==> src/bus_unit_pkg.sv <==
// Bus unit constants and types.
package bus_unit_pkg;

    // ------------------------------------------------------------------
    // Widths and counts
    // ------------------------------------------------------------------
    localparam int ADDR_W      = 32;
    localparam int DATA_W      = 64;
    localparam int DPAR_W      = 8;
    localparam int APAR_W      = 4;
    localparam int BUS_RATIO   = 2;
    localparam int FIFO_DEPTH  = 32;
    localparam int BURST_BEATS = 4;
    localparam int SECTOR_LSB  = 5;
    localparam int CNT_W       = 6;

    // ------------------------------------------------------------------
    // Field values
    // ------------------------------------------------------------------
    localparam logic [2:0] TSIZE_FULL  = 3'h7;
    localparam logic [4:0] SECTOR_ZERO = 5'h00;

    // Request commands.
    typedef enum logic [2:0] {
        CMD_READ,
        CMD_WRITE,
        CMD_FILL,
        CMD_CASTOUT,
        CMD_INVAL,
        CMD_IO
    } cmd_t;

    typedef enum logic [1:0] {A_IDLE, A_REQ, A_START, A_WAIT} addr_st_t;
    typedef enum logic [1:0] {D_IDLE, D_REQ, D_XFER} data_st_t;

    // Whole state of the bus unit.
    typedef struct packed {
        addr_st_t    a_st;
        data_st_t    d_st;
        logic [3:0]  div;
        logic        bus_en;
        logic        req_ready;
        logic        abr_n;
        logic        mts_n;
        logic        ios_n;
        logic [31:0] addr;
        logic [3:0]  ap;
        cmd_t        tt;
        logic [2:0]  tsize;
        logic        tbst_n;
        logic        wt_n;
        logic        ci_n;
        logic        pend;
        logic        pend_rd;
        logic        pend_bst;
        logic        dbr_n;
        logic        d_rd;
        logic        d_bst;
        logic [1:0]  beat;
        logic [63:0] dout;
        logic [7:0]  dp;
        logic        doe;
        logic        dpe_n;
        logic [63:0] rdat;
        logic        rd_valid;
        logic        done;
        logic        rsrv;
        logic        drv;
    } unit_st_t;

    // Reset value: low-active pins negated.
    localparam unit_st_t UNIT_RST = '{
        a_st: A_IDLE, d_st: D_IDLE, tt: CMD_READ,
        abr_n: 1'h1, mts_n: 1'h1, ios_n: 1'h1, tbst_n: 1'h1,
        wt_n: 1'h1, ci_n: 1'h1, dbr_n: 1'h1, dpe_n: 1'h1,
        default: '0
    };

    // Odd parity for each byte of a 64-bit word.
    function automatic logic [7:0] par_bytes(input logic [63:0] w);
        logic [7:0] p;
        p = 8'h00;
        for (int i = 0; i < 8; i++) begin
            p[i] = ~^w[8*i +: 8];
        end
        return p;
    endfunction : par_bytes

endpackage : bus_unit_pkg

==> src/fifo_if.sv <==
// Carrier between the bus unit and its write-data FIFO.
interface fifo_if #(
    parameter int W  = 64,
    parameter int CW = 6
);
    logic          push_valid;
    logic          push_ready;
    logic [W-1:0]  push_data;
    logic          pop_valid;
    logic          pop_ready;
    logic [W-1:0]  pop_data;
    logic [CW-1:0] count;

    modport user  (output push_valid, push_data, pop_ready,
                   input  push_ready, pop_valid, pop_data, count);
    modport store (input  push_valid, push_data, pop_ready,
                   output push_ready, pop_valid, pop_data, count);
endinterface : fifo_if

==> src/bus_unit.sv <==
// Processor system bus unit.
//
// Functional notes
// 32-bit address bus, 64-bit data bus, plus grouped control signals.
// Transactions are address-only or address plus data.
// Address tenure of one transaction may overlap another's data tenure.
// Address and data bus ownership are requested and held independently.
// Bus clock runs at an integer multiple of the core cycle.
// Single transfers move one to eight bytes in one bus cycle.
// Data moves as one single beat or exactly four burst beats.
// Cache-inhibited, uncached and write-through accesses use single beats.
// Sector fills and write-backs burst one whole 32-byte sector.
// Address-only tenures broadcast translation and cache invalidations.
// I/O controller areas redefine start and attribute signalling.
// I/O transfers of 1 to 128 bytes use split request and response.
// Memory start and I/O start are separate strobes.
// System acknowledges each address phase and may demand its repeat.
// Termination after every beat; only the final one ends the tenure.
// A data retry makes the device repeat that data phase.
// Request and win the address bus before any address tenure.
// Request and win the data bus before driving data.
// Address and data carry parity; data parity errors are reported.
// Attributes give size, burst, write-through and cache-inhibit.
// Arbiter may apply fairness and park a master on the bus.
// Coherency follows MESI; cache and translation buffer externally controllable.
// System drives reservation-set and output drive size inputs.
// Active-low signals are asserted low; all others asserted high.
// A data tenure never starts before its address tenure has started.
// Every burst beat carries a full 64-bit word.
module bus_unit
    import bus_unit_pkg::*;
#(
    parameter int RATIO = BUS_RATIO,
    parameter int DEPTH = FIFO_DEPTH
) (
    // Clock and reset
    input  wire logic              ref_clk_in,
    input  wire logic              rst_n_in,
    // Core request port
    input  wire logic              req_valid_in,
    input  wire cmd_t              req_cmd_in,
    input  wire logic [ADDR_W-1:0] req_addr_in,
    input  wire logic [2:0]        req_bytes_in,
    input  wire logic              req_ci_in,
    input  wire logic              req_wt_in,
    output wire logic              req_ready_out,
    // Core write data
    input  wire logic              wr_valid_in,
    input  wire logic [DATA_W-1:0] wr_data_in,
    output wire logic              wr_ready_out,
    // Core read data and completion
    output wire logic              rd_valid_out,
    output wire logic [DATA_W-1:0] rd_data_out,
    output wire logic              done_out,
    // Address arbitration
    output wire logic              abr_n_out,
    input  wire logic              abg_n_in,
    // Transfer starts
    output wire logic              memory_transfer_start_n_out,
    output wire logic              io_transfer_start_n_out,
    // Address transfer and attributes
    output wire logic [ADDR_W-1:0] addr_out,
    output wire logic [APAR_W-1:0] addr_par_out,
    output wire logic [2:0]        ttype_out,
    output wire logic [2:0]        tsize_out,
    output wire logic              tbst_n_out,
    output wire logic              wt_n_out,
    output wire logic              ci_n_out,
    // Address termination
    input  wire logic              aack_n_in,
    input  wire logic              artry_n_in,
    // Data arbitration
    output wire logic              dbr_n_out,
    input  wire logic              dbg_n_in,
    // Data transfer
    output wire logic [DATA_W-1:0] data_out,
    output wire logic              data_oe_out,
    input  wire logic [DATA_W-1:0] data_in,
    output wire logic [DPAR_W-1:0] data_par_out,
    input  wire logic [DPAR_W-1:0] data_par_in,
    output wire logic              data_par_err_n_out,
    // Data termination
    input  wire logic              ta_n_in,
    input  wire logic              dretry_n_in,
    // Processor state
    input  wire logic              rsrv_set_in,
    input  wire logic              drive_size_in,
    output wire logic              rsrv_out,
    output wire logic              drive_size_out
);

    // ------------------------------------------------------------------
    // State, FIFO and helpers
    // ------------------------------------------------------------------
    unit_st_t st_ff;
    unit_st_t nxt_st;
    logic     pop;
    logic     last_beat;
    logic     go_burst;

    fifo_if #(.W(DATA_W), .CW(CNT_W)) wf ();

    data_fifo #(.WIDTH(DATA_W), .DEPTH(DEPTH)) u_fifo (
        .ref_clk_in (ref_clk_in),
        .rst_n_in   (rst_n_in),
        .port       (wf.store)
    );

    // Core write data enters the FIFO.
    assign wf.push_valid = wr_valid_in;
    assign wf.push_data  = wr_data_in;
    assign wf.pop_ready  = pop;

    // Burst only for cacheable sector moves.
    function automatic logic burst_of(input cmd_t c, input logic ci, input logic wt);
        return ((c == CMD_FILL) || (c == CMD_CASTOUT)) && !ci && !wt;
    endfunction : burst_of

    // Commands that own a data tenure.
    function automatic logic has_data(input cmd_t c);
        return (c == CMD_READ) || (c == CMD_WRITE) || (c == CMD_FILL) || (c == CMD_CASTOUT);
    endfunction : has_data

    assign go_burst  = burst_of(req_cmd_in, req_ci_in, req_wt_in);
    assign last_beat = !st_ff.d_bst || (st_ff.beat == 2'(BURST_BEATS - 1));

    // ------------------------------------------------------------------
    // Next-state logic
    // ------------------------------------------------------------------
    always_comb begin
        nxt_st          = st_ff;
        pop             = 1'h0;
        nxt_st.bus_en   = 1'h0;
        nxt_st.rd_valid = 1'h0;
        nxt_st.done     = 1'h0;
        nxt_st.rsrv     = rsrv_set_in;
        nxt_st.drv      = drive_size_in;

        // bus clock divider
        if (st_ff.div == 4'(RATIO - 1)) begin
            nxt_st.div    = 4'h0;
            nxt_st.bus_en = 1'h1;
        end else begin
            nxt_st.div = st_ff.div + 4'h1;
        end

        // Parity error report lasts one bus cycle.
        if (st_ff.bus_en) begin
            nxt_st.dpe_n = 1'h1;
        end

        // Address tenure machine.
        unique case (st_ff.a_st)
            A_IDLE: begin
                if (req_valid_in && st_ff.req_ready) begin
                    // request address bus
                    nxt_st.a_st   = A_REQ;
                    nxt_st.abr_n  = 1'h0;
                    nxt_st.tt     = req_cmd_in;
                    // single or sector burst
                    nxt_st.addr   = go_burst ? {req_addr_in[ADDR_W-1:SECTOR_LSB], SECTOR_ZERO}
                                             : req_addr_in;
                    // transfer size
                    nxt_st.tsize  = go_burst ? TSIZE_FULL : req_bytes_in;
                    // transfer attributes
                    nxt_st.tbst_n = !go_burst;
                    nxt_st.ci_n   = !req_ci_in;
                    nxt_st.wt_n   = !req_wt_in;
                    nxt_st.pend_rd  = (req_cmd_in == CMD_READ) || (req_cmd_in == CMD_FILL);
                    nxt_st.pend_bst = go_burst;
                end
            end
            A_REQ: begin
                // grant may already be parked here
                if (st_ff.bus_en && !abg_n_in) begin
                    nxt_st.a_st  = A_START;
                    nxt_st.abr_n = 1'h1;
                    // address parity
                    nxt_st.ap    = 4'(par_bytes({32'h0000_0000, st_ff.addr}));
                    // separate start strobes
                    if (st_ff.tt == CMD_IO) begin
                        nxt_st.ios_n = 1'h0;
                    end else begin
                        nxt_st.mts_n = 1'h0;
                    end
                end
            end
            A_START: begin
                if (st_ff.bus_en) begin
                    nxt_st.mts_n = 1'h1;
                    nxt_st.ios_n = 1'h1;
                    nxt_st.a_st  = A_WAIT;
                end
            end
            A_WAIT: begin
                // address acknowledge or retry
                if (st_ff.bus_en && !aack_n_in) begin
                    if (!artry_n_in) begin
                        nxt_st.a_st  = A_REQ;
                        nxt_st.abr_n = 1'h0;
                    end else begin
                        // address-only tenures end here
                        nxt_st.a_st = A_IDLE;
                        nxt_st.pend = has_data(st_ff.tt);
                    end
                end
            end
        endcase

        // Data tenure machine.
        unique case (st_ff.d_st)
            D_IDLE: begin
                // handoff only after address acknowledge
                if (st_ff.bus_en && st_ff.pend
                    && (st_ff.pend_rd
                        || wf.count >= (st_ff.pend_bst ? CNT_W'(BURST_BEATS) : CNT_W'(1)))) begin
                    // independent data bus request
                    nxt_st.d_st  = D_REQ;
                    nxt_st.dbr_n = 1'h0;
                    nxt_st.pend  = 1'h0;
                    nxt_st.d_rd  = st_ff.pend_rd;
                    nxt_st.d_bst = st_ff.pend_bst;
                    nxt_st.beat  = 2'h0;
                end
            end
            D_REQ: begin
                if (st_ff.bus_en && !dbg_n_in) begin
                    nxt_st.d_st  = D_XFER;
                    nxt_st.dbr_n = 1'h1;
                    if (!st_ff.d_rd) begin
                        nxt_st.dout = wf.pop_data;
                        nxt_st.dp   = par_bytes(wf.pop_data);
                        nxt_st.doe  = 1'h1;
                        pop         = 1'h1;
                    end
                end
            end
            D_XFER: begin
                // retry leaves the beat in place
                if (st_ff.bus_en && !ta_n_in && dretry_n_in) begin
                    if (st_ff.d_rd) begin
                        nxt_st.rdat     = data_in;
                        nxt_st.rd_valid = 1'h1;
                        // data parity check
                        if (data_par_in != par_bytes(data_in)) begin
                            nxt_st.dpe_n = 1'h0;
                        end
                    end
                    // only the final beat ends the tenure
                    if (last_beat) begin
                        nxt_st.d_st = D_IDLE;
                        nxt_st.doe  = 1'h0;
                        nxt_st.done = 1'h1;
                    end else begin
                        nxt_st.beat = st_ff.beat + 2'h1;
                        if (!st_ff.d_rd) begin
                            nxt_st.dout = wf.pop_data;
                            nxt_st.dp   = par_bytes(wf.pop_data);
                            pop         = 1'h1;
                        end
                    end
                end
            end
            default: begin
                nxt_st.d_st = D_IDLE;
            end
        endcase

        // Take requests only when idle.
        nxt_st.req_ready = nxt_st.bus_en && (nxt_st.a_st == A_IDLE) && !nxt_st.pend;
    end

    // State register.
    always_ff @(posedge ref_clk_in or negedge rst_n_in) begin
        if (!rst_n_in) begin
            st_ff <= UNIT_RST;
        end else begin
            st_ff <= nxt_st;
        end
    end

    // ------------------------------------------------------------------
    // Outputs
    // ------------------------------------------------------------------
    // active-low pins idle high
    assign abr_n_out                   = st_ff.abr_n;
    assign memory_transfer_start_n_out = st_ff.mts_n;
    assign io_transfer_start_n_out     = st_ff.ios_n;
    // address and data buses
    assign addr_out                    = st_ff.addr;
    assign addr_par_out                = st_ff.ap;
    assign ttype_out                   = st_ff.tt;
    assign tsize_out                   = st_ff.tsize;
    assign tbst_n_out                  = st_ff.tbst_n;
    assign wt_n_out                    = st_ff.wt_n;
    assign ci_n_out                    = st_ff.ci_n;
    assign dbr_n_out                   = st_ff.dbr_n;
    assign data_out                    = st_ff.dout;
    assign data_oe_out                 = st_ff.doe;
    assign data_par_out                = st_ff.dp;
    assign data_par_err_n_out          = st_ff.dpe_n;
    assign rd_valid_out                = st_ff.rd_valid;
    assign rd_data_out                 = st_ff.rdat;
    assign done_out                    = st_ff.done;
    assign req_ready_out               = st_ff.req_ready;
    assign wr_ready_out                = wf.push_ready;
    // processor state copies
    assign rsrv_out                    = st_ff.rsrv;
    assign drive_size_out              = st_ff.drv;
endmodule : bus_unit

==> src/data_fifo.sv <==
// Write-data FIFO.
module data_fifo
    import bus_unit_pkg::*;
#(
    parameter int WIDTH = DATA_W,
    parameter int DEPTH = FIFO_DEPTH
) (
    // Clock and reset
    input wire logic ref_clk_in,
    input wire logic rst_n_in,
    // Both sides
    fifo_if.store    port
);
    localparam int AW = $clog2(DEPTH);
    localparam int CW = $clog2(DEPTH + 1);

    typedef struct packed {
        logic [AW-1:0] wp;
        logic [AW-1:0] rp;
        logic [CW-1:0] cnt;
        logic          in_rdy;
    } fifo_st_t;

    fifo_st_t         st_ff;
    fifo_st_t         nxt_st;
    logic [WIDTH-1:0] mem [DEPTH];
    logic             push;
    logic             pop;

    // Handshakes on both sides; depth must be a power of two.
    assign push            = port.push_valid && st_ff.in_rdy;
    assign pop             = port.pop_ready && (st_ff.cnt != '0);
    assign port.push_ready = st_ff.in_rdy;
    assign port.pop_valid  = (st_ff.cnt != '0);
    assign port.pop_data   = mem[st_ff.rp];
    assign port.count      = st_ff.cnt;

    // Pointer and count update.
    always_comb begin
        nxt_st = st_ff;
        if (push) begin
            nxt_st.wp = st_ff.wp + AW'(1);
        end
        if (pop) begin
            nxt_st.rp = st_ff.rp + AW'(1);
        end
        nxt_st.cnt    = st_ff.cnt + CW'(push) - CW'(pop);
        nxt_st.in_rdy = (nxt_st.cnt < CW'(DEPTH));
    end

    // State register.
    always_ff @(posedge ref_clk_in or negedge rst_n_in) begin
        if (!rst_n_in) begin
            st_ff <= '{in_rdy: 1'h1, default: '0};
        end else begin
            st_ff <= nxt_st;
        end
    end

    // Storage array.
    always_ff @(posedge ref_clk_in) begin
        if (push) begin
            mem[st_ff.wp] <= port.push_data;
        end
    end
endmodule : data_fifo

==> config.mk <==
export PLATFORM = sky130hd
export DESIGN_NAME = bus_unit
export DESIGN_NICKNAME = d
export VERILOG_FILES = /design/src/bus_unit_pkg.sv /design/src/fifo_if.sv /design/src/bus_unit.sv /design/src/data_fifo.sv
export SDC_FILE = /design/constraint.sdc
export NUM_CORES = 2
export LEC_CHECK = 0
export BUFFER_PORTS_ARGS = -buffer_cell sky130_fd_sc_hd__buf_2
export CAP_MARGIN = 20
export CORE_ASPECT_RATIO = 1.25
export CORE_UTILIZATION = 40
export CTS_CLUSTER_SIZE = 10
export DETAILED_ROUTE_END_ITERATION = 8
export PLACE_DENSITY = 0.61
export RECOVER_POWER = 50
export SETUP_SLACK_MARGIN = 0.3
export SLEW_MARGIN = 0
export SYNTH_ARGS = -nofsm -noshare
export SYNTH_HDL_FRONTEND = slang
export SYNTH_HIERARCHICAL = 1
export SYNTH_SLANG_ARGS = --single-unit
export TNS_END_PERCENT = 30
==> constraint.sdc <==
create_clock -name ref_clk_in -period 9.3 [get_ports ref_clk_in]
set_clock_uncertainty 0.2 [all_clocks]
set_input_delay 1.86 -clock ref_clk_in [delete_from_list [all_inputs] [get_ports ref_clk_in]]
set_output_delay 1.86 -clock ref_clk_in [all_outputs]
set_load 0.01 [all_outputs]
After elaboration in Yosys (flattened, before gate mapping)
Memories as Yosys holds them, arrays and structs flattened.
Cells that the tools add are included.

cells by class
  add/sub/neg operators = 6
  order comparisons = 2
  eq/ne operators = 28
  mux-type cells = 53
  reductions and logical operators = 73

operators by type and width
  cell                 number
  $reduce_xnor 8->1    20
  $mux 73              2
  $pmux 73 s2          1
  $mux 142             1
  $mux 74              1
  $mux 72              1
  $mux 67              1
  $mux 66              1
  $ne 2x2->1 const B   14
  $mux 1               23
  $mux 2               9
  $reduce_and 4->1     4
  $logic_and 1x1->1    14
  $eq 3x2->1 const B   4
  $add 5x1->5 const B  2
  $mux 5               2
  $reduce_and 5->1     2
  $logic_not 1->1      9
  $mux 3               3
  $eq 2x2->1 const B   4
  $ne 8x8->1           1
  $pmux 2 s2           2
  $pmux 2 s4           1
  $reduce_bool 2->1    4
  22 further kinds     36

word-level totals
  register bits = 225
  bits in writable memories = 2048
  input port bits = 188
  output and inout port bits = 193
  logic and storage cells = 198
  memories = 1

memory list
  name        depth  width  read ports  clocked after memory_dff  write ports  line             RTL
  u_fifo.mem  32     64     1           0                         1            data_fifo.sv:26  logic [WIDTH-1:0] mem [DEPTH];

Longest topological paths before layout
  depth in word-level cells = 11
  depth in mapped cells = 15
  gate-level depth less buffers = 14

Modules after synthesis
Netlist, hierarchy kept.

modules (own cells, without submodules)
  module     times used  cells an instance  area each (µm²)  seq. area each (µm²)
  data_fifo  1           3649               79289.8          61925.6
  bus_unit   1           1052               10973.0          5215.0

Worst setup path after synthesis
Ideal clock, no wire load.

  kind = input -> register
  from = input port wr_valid_in
  to = memory u_fifo/mem[23][0] in the netlist's numbering (enable)
  library setup time = 487 ps
  arrival time = 5235 ps
  data required time = 8613 ps
  slack = 3379 ps
  stages on the path = 5
  buffers on the path = 2
  cell sequence = and2_1 -> clkbuf_1 -> nand2_1 -> clkbuf_1 -> nor2_1

on the way
  cells in the longest elaborated chain, start to end = 3

RTL lines
  element                       line             RTL
  start: declaration            bus_unit.sv:48   input wire logic wr_valid_in,
  $logic_and 1x1->1             data_fifo.sv:31  assign push = port.push_valid && st_ff.in_rdy;
  $mux 1                        data_fifo.sv:62  if (push) begin
  $mux 1 (implied by the code)  data_fifo.sv:63  mem[st_ff.wp] <= port.push_data;
  end: declaration              data_fifo.sv:26

No other way between the ends.

Worst setup path in the final report
  from = input port dretry_n_in
  to = register st_ff (netlist bit rd_data_out[12])

on the way
  cells in the longest elaborated chain, start to end = 2

RTL lines
  element                     line             RTL
  start: declaration          bus_unit.sv:84   input wire logic dretry_n_in,
  $logic_and 1x1->1           bus_unit.sv:240  if (st_ff.bus_en && !ta_n_in && dretry_n_in) begin
  $reduce_and 3->1 (no line)  -
  end signal: assignment      bus_unit.sv:278  st_ff <= nxt_st;
  end: declaration            bus_unit.sv:95   unit_st_t st_ff;

No other way between the ends.
A chain may end at the register's enable or synchronous reset.

==> impl_metrics.toml <==
[clock_tree]
numCtsBuffers = 271
htree_num_levels = 5
clk_pin_slew_ns = 0.07
post_cts_buffers = 0
cts_root_buf = "clkbuf_16"
ctsHoldBuffers = 0
cts_resized = 0
clock-sinks = 2273
clock_insertion_delay_worst_skew_ns = 0.84
cts_tree = "yes"
clock_path_buffers = 4

[global_routing]
grtUsageMet3 = 0.0427
grt_pass1_wl_mm = 347
grt_overflow = 0
antenna_found_initial = 12
grt_pass1_vias = 46800
grt.busiest_layer = "met2"
gr-usage-met2 = 0.361
met1_usage = 0.274
grt_max_degree = 102
track_usage = 0.214

[die]
die_y_um = 533
die_x_um = 427
start_util = 0.403
io_pins = 381
core_area_um2 = 224000
rows = 194
die_area_um2 = 228000

[sta]
period_share = 0.657
relSlewSlack = -1.97
maxSlewViolCount = 1282
hold_violations = 0
setup_violations = 0
rsz0062_at_grt = "false"
fin_ws_ns = 3.19
worst_pin_slew_ns = 4.45
min_period_ns = 6.11
fin_tns_setup_ns = 0
timing.fmax_mhz = 164

[synth]
synth_cell_types = 73
synth-async-reset-ratio = 0.0990
synthFlopType = "edfxtp_1"
ys.warnings.count = 6
yosysTopAreaCell = "edfxtp_1"
yosys-top-cells-area = "edfxtp_1, mux4_2, dfrtp_1, mux2i_1, nand2_1"
syn_inst = 4701
ys_ff_latch = 2273
syn_nets = 4909
synth_edf_count = 2048
synth_area_um2 = 90300
synth_area_per_cell_um2 = 19.2
yosysTopAreaCellShare = 0.681
seq_area_frac_synth = 0.744

[run_status]
violations = "capacitance limit, slew limit"
status = "complete, but fails checks"

[power_and_ir_drop]
p_per_area_nw_per_um2 = 290
leakagePower_nw = 34.9
peakVddDrop_v = 0.000192

[finish]
drive_gt1_frac = 0.244
area_delta_synth_final_pct = 13.1
final_cell_mix = "edfxtp_1, nand2_1, mux4_2"
mostFrequentLayoutCell = "edfxtp_1"
final_nets = 5251

[placed_design]
port_buffers = 380
dp_hpwl_mm = 146
gp_congestion = 0.833
pre_cts_ws_ns = 3.79

[setup_path]
cp_max_fo = 66
required_ns = 9.79
critPathCaptureType = "register"
worstSetupPathType = "input pin to register"
cp_data_arrival_time_ns = 6.60
startpoint_type = "input pin"

[hold_path]
hold_path.class = "register to register"

[drt]
drt_iter0_markers = 4290
firstDrtPassIters = 7
remaining_drc_errors = 0
via_per_inst = 5.64
vias = 46100
wire_per_inst_um = 30.2
routed_wl_mm = 247
ant_nets = 0

[job]
cap_viol_max_count = 36
sequential cells by signal, summed over array words and instances, names as in the netlist, 3 cells and up:
register	cells
addr_par_out	4
ttype_out	3
rd_data_out	64
data_par_out	8
u_fifo/port.count	6
st_ff	16
u_fifo/st_ff	10
tsize_out	3
u_fifo/mem	2048
data_out	64
addr_out	32
worst paths after layout:
kind	start	to	slack (ns)	depth (start not counted)
min in group asynchronous	rst_n_in	addr_out[13]$_DFFE_PN0P_	2.44	1
min reg2reg	tbst_n_out$_DFFE_PN1P_	tbst_n_out$_DFFE_PN1P_	0.26	2
max reg2reg	st_ff[199]$_DFF_PN0_	rd_data_out[12]$_DFFE_PN0P_	3.75	6
max in group asynchronous	rst_n_in	u_fifo/st_ff[9]$_DFFE_PN0P_	3.61	2
max	dretry_n_in	rd_data_out[12]$_DFFE_PN0P_	3.19	8
min	tbst_n_out$_DFFE_PN1P_	tbst_n_out$_DFFE_PN1P_	0.26	2
cell usage after synthesis, drive strengths merged, types with 21 or more instances:
master and number:
xnor2 124, o22ai 43, o221ai 63, edfxtp 2048, nand2 478, o21ai 43
a211o 23, inv 24, a21o 52, buf 314, a2bb2oi 21, mux2 88
a221oi 60, mux4 388, mux2i 275, dfrtp 216, xor2 24, a21oi 101
nor2 42, clkbuf 114
metal layers:
layer / part of all wire / vias up / routed length (um)
met5: 0.00037 / - / 90
met4: 0.035 / 12 / 8630
met3: 0.077 / 378 / 19000
met2: 0.50 / 2023 / 123000
met1: 0.39 / 24500 / 95400
li1: - / 19200 / -
final cells by class:
type / instances / area [um^2]
Clock inverter: 22 / 278
Multi-Input combinational cell: 1975 / 20500
Tap cell: 2940 / 3680
Timing Repair Buffer: 497 / 2810
Antenna cell: 9 / 22.5
Fill cell: 18800 / 122000
Clock buffer: 429 / 7510
Sequential cell: 2273 / 67200
Inverter: 25 / 96.3
cells by family (layout without fill, tap and decap cells):
| kind of cell | count (synthesis) | count (layout) | synth area share |
|---|---|---|---|
| flip-flops | 2273 | 2273 | 0.744 |
| adder cells (fa/ha/maj) | 20 | 20 | 0.00286 |
| AO/OA/AOI/OAI | 457 | 457 | 0.0372 |
| multiplexers | 751 | 751 | 0.141 |
| AND/OR/NAND/NOR | 593 | 593 | 0.0271 |
| buffers and inverters | 453 | 973 | 0.0323 |
| XOR/XNOR | 154 | 154 | 0.0159 |
| other | 0 | 9 | 0 |
per-stage QoR:
step	util	hold slack [ns]	cell area (um^2)	power, mW	std cells
after floorplan	-	0.247	90300	18.1	4701
after global placement	0.422	0.247	94400	20.3	7707
after detailed placement	0.422	0.250	94400	20.4	7709
after CTS	0.456	0.259	102000	29.9	8160
after global routing	0.456	0.283	102000	30.7	8162
final	0.456	0.256	102000	29.6	8170
power breakdown:
group | internal [mW] | switching [mW] | total, mW
combinational | 3.37 | 4.37 | 7.75
clock | 5.54 | 3.98 | 9.52
sequential | 11.9 | 0.493 | 12.3
critical path, cell delays in order:
cell,delay [ns]
buf_2,0.10
nor2b_1,0.16
nand4_1,0.10
clkbuf_1,2.08
clkinv_1,0.26
clkbuf_1,1.09
nand2_1,0.79
nand2_1,0.12
Power figures use the tool's default switching activity.
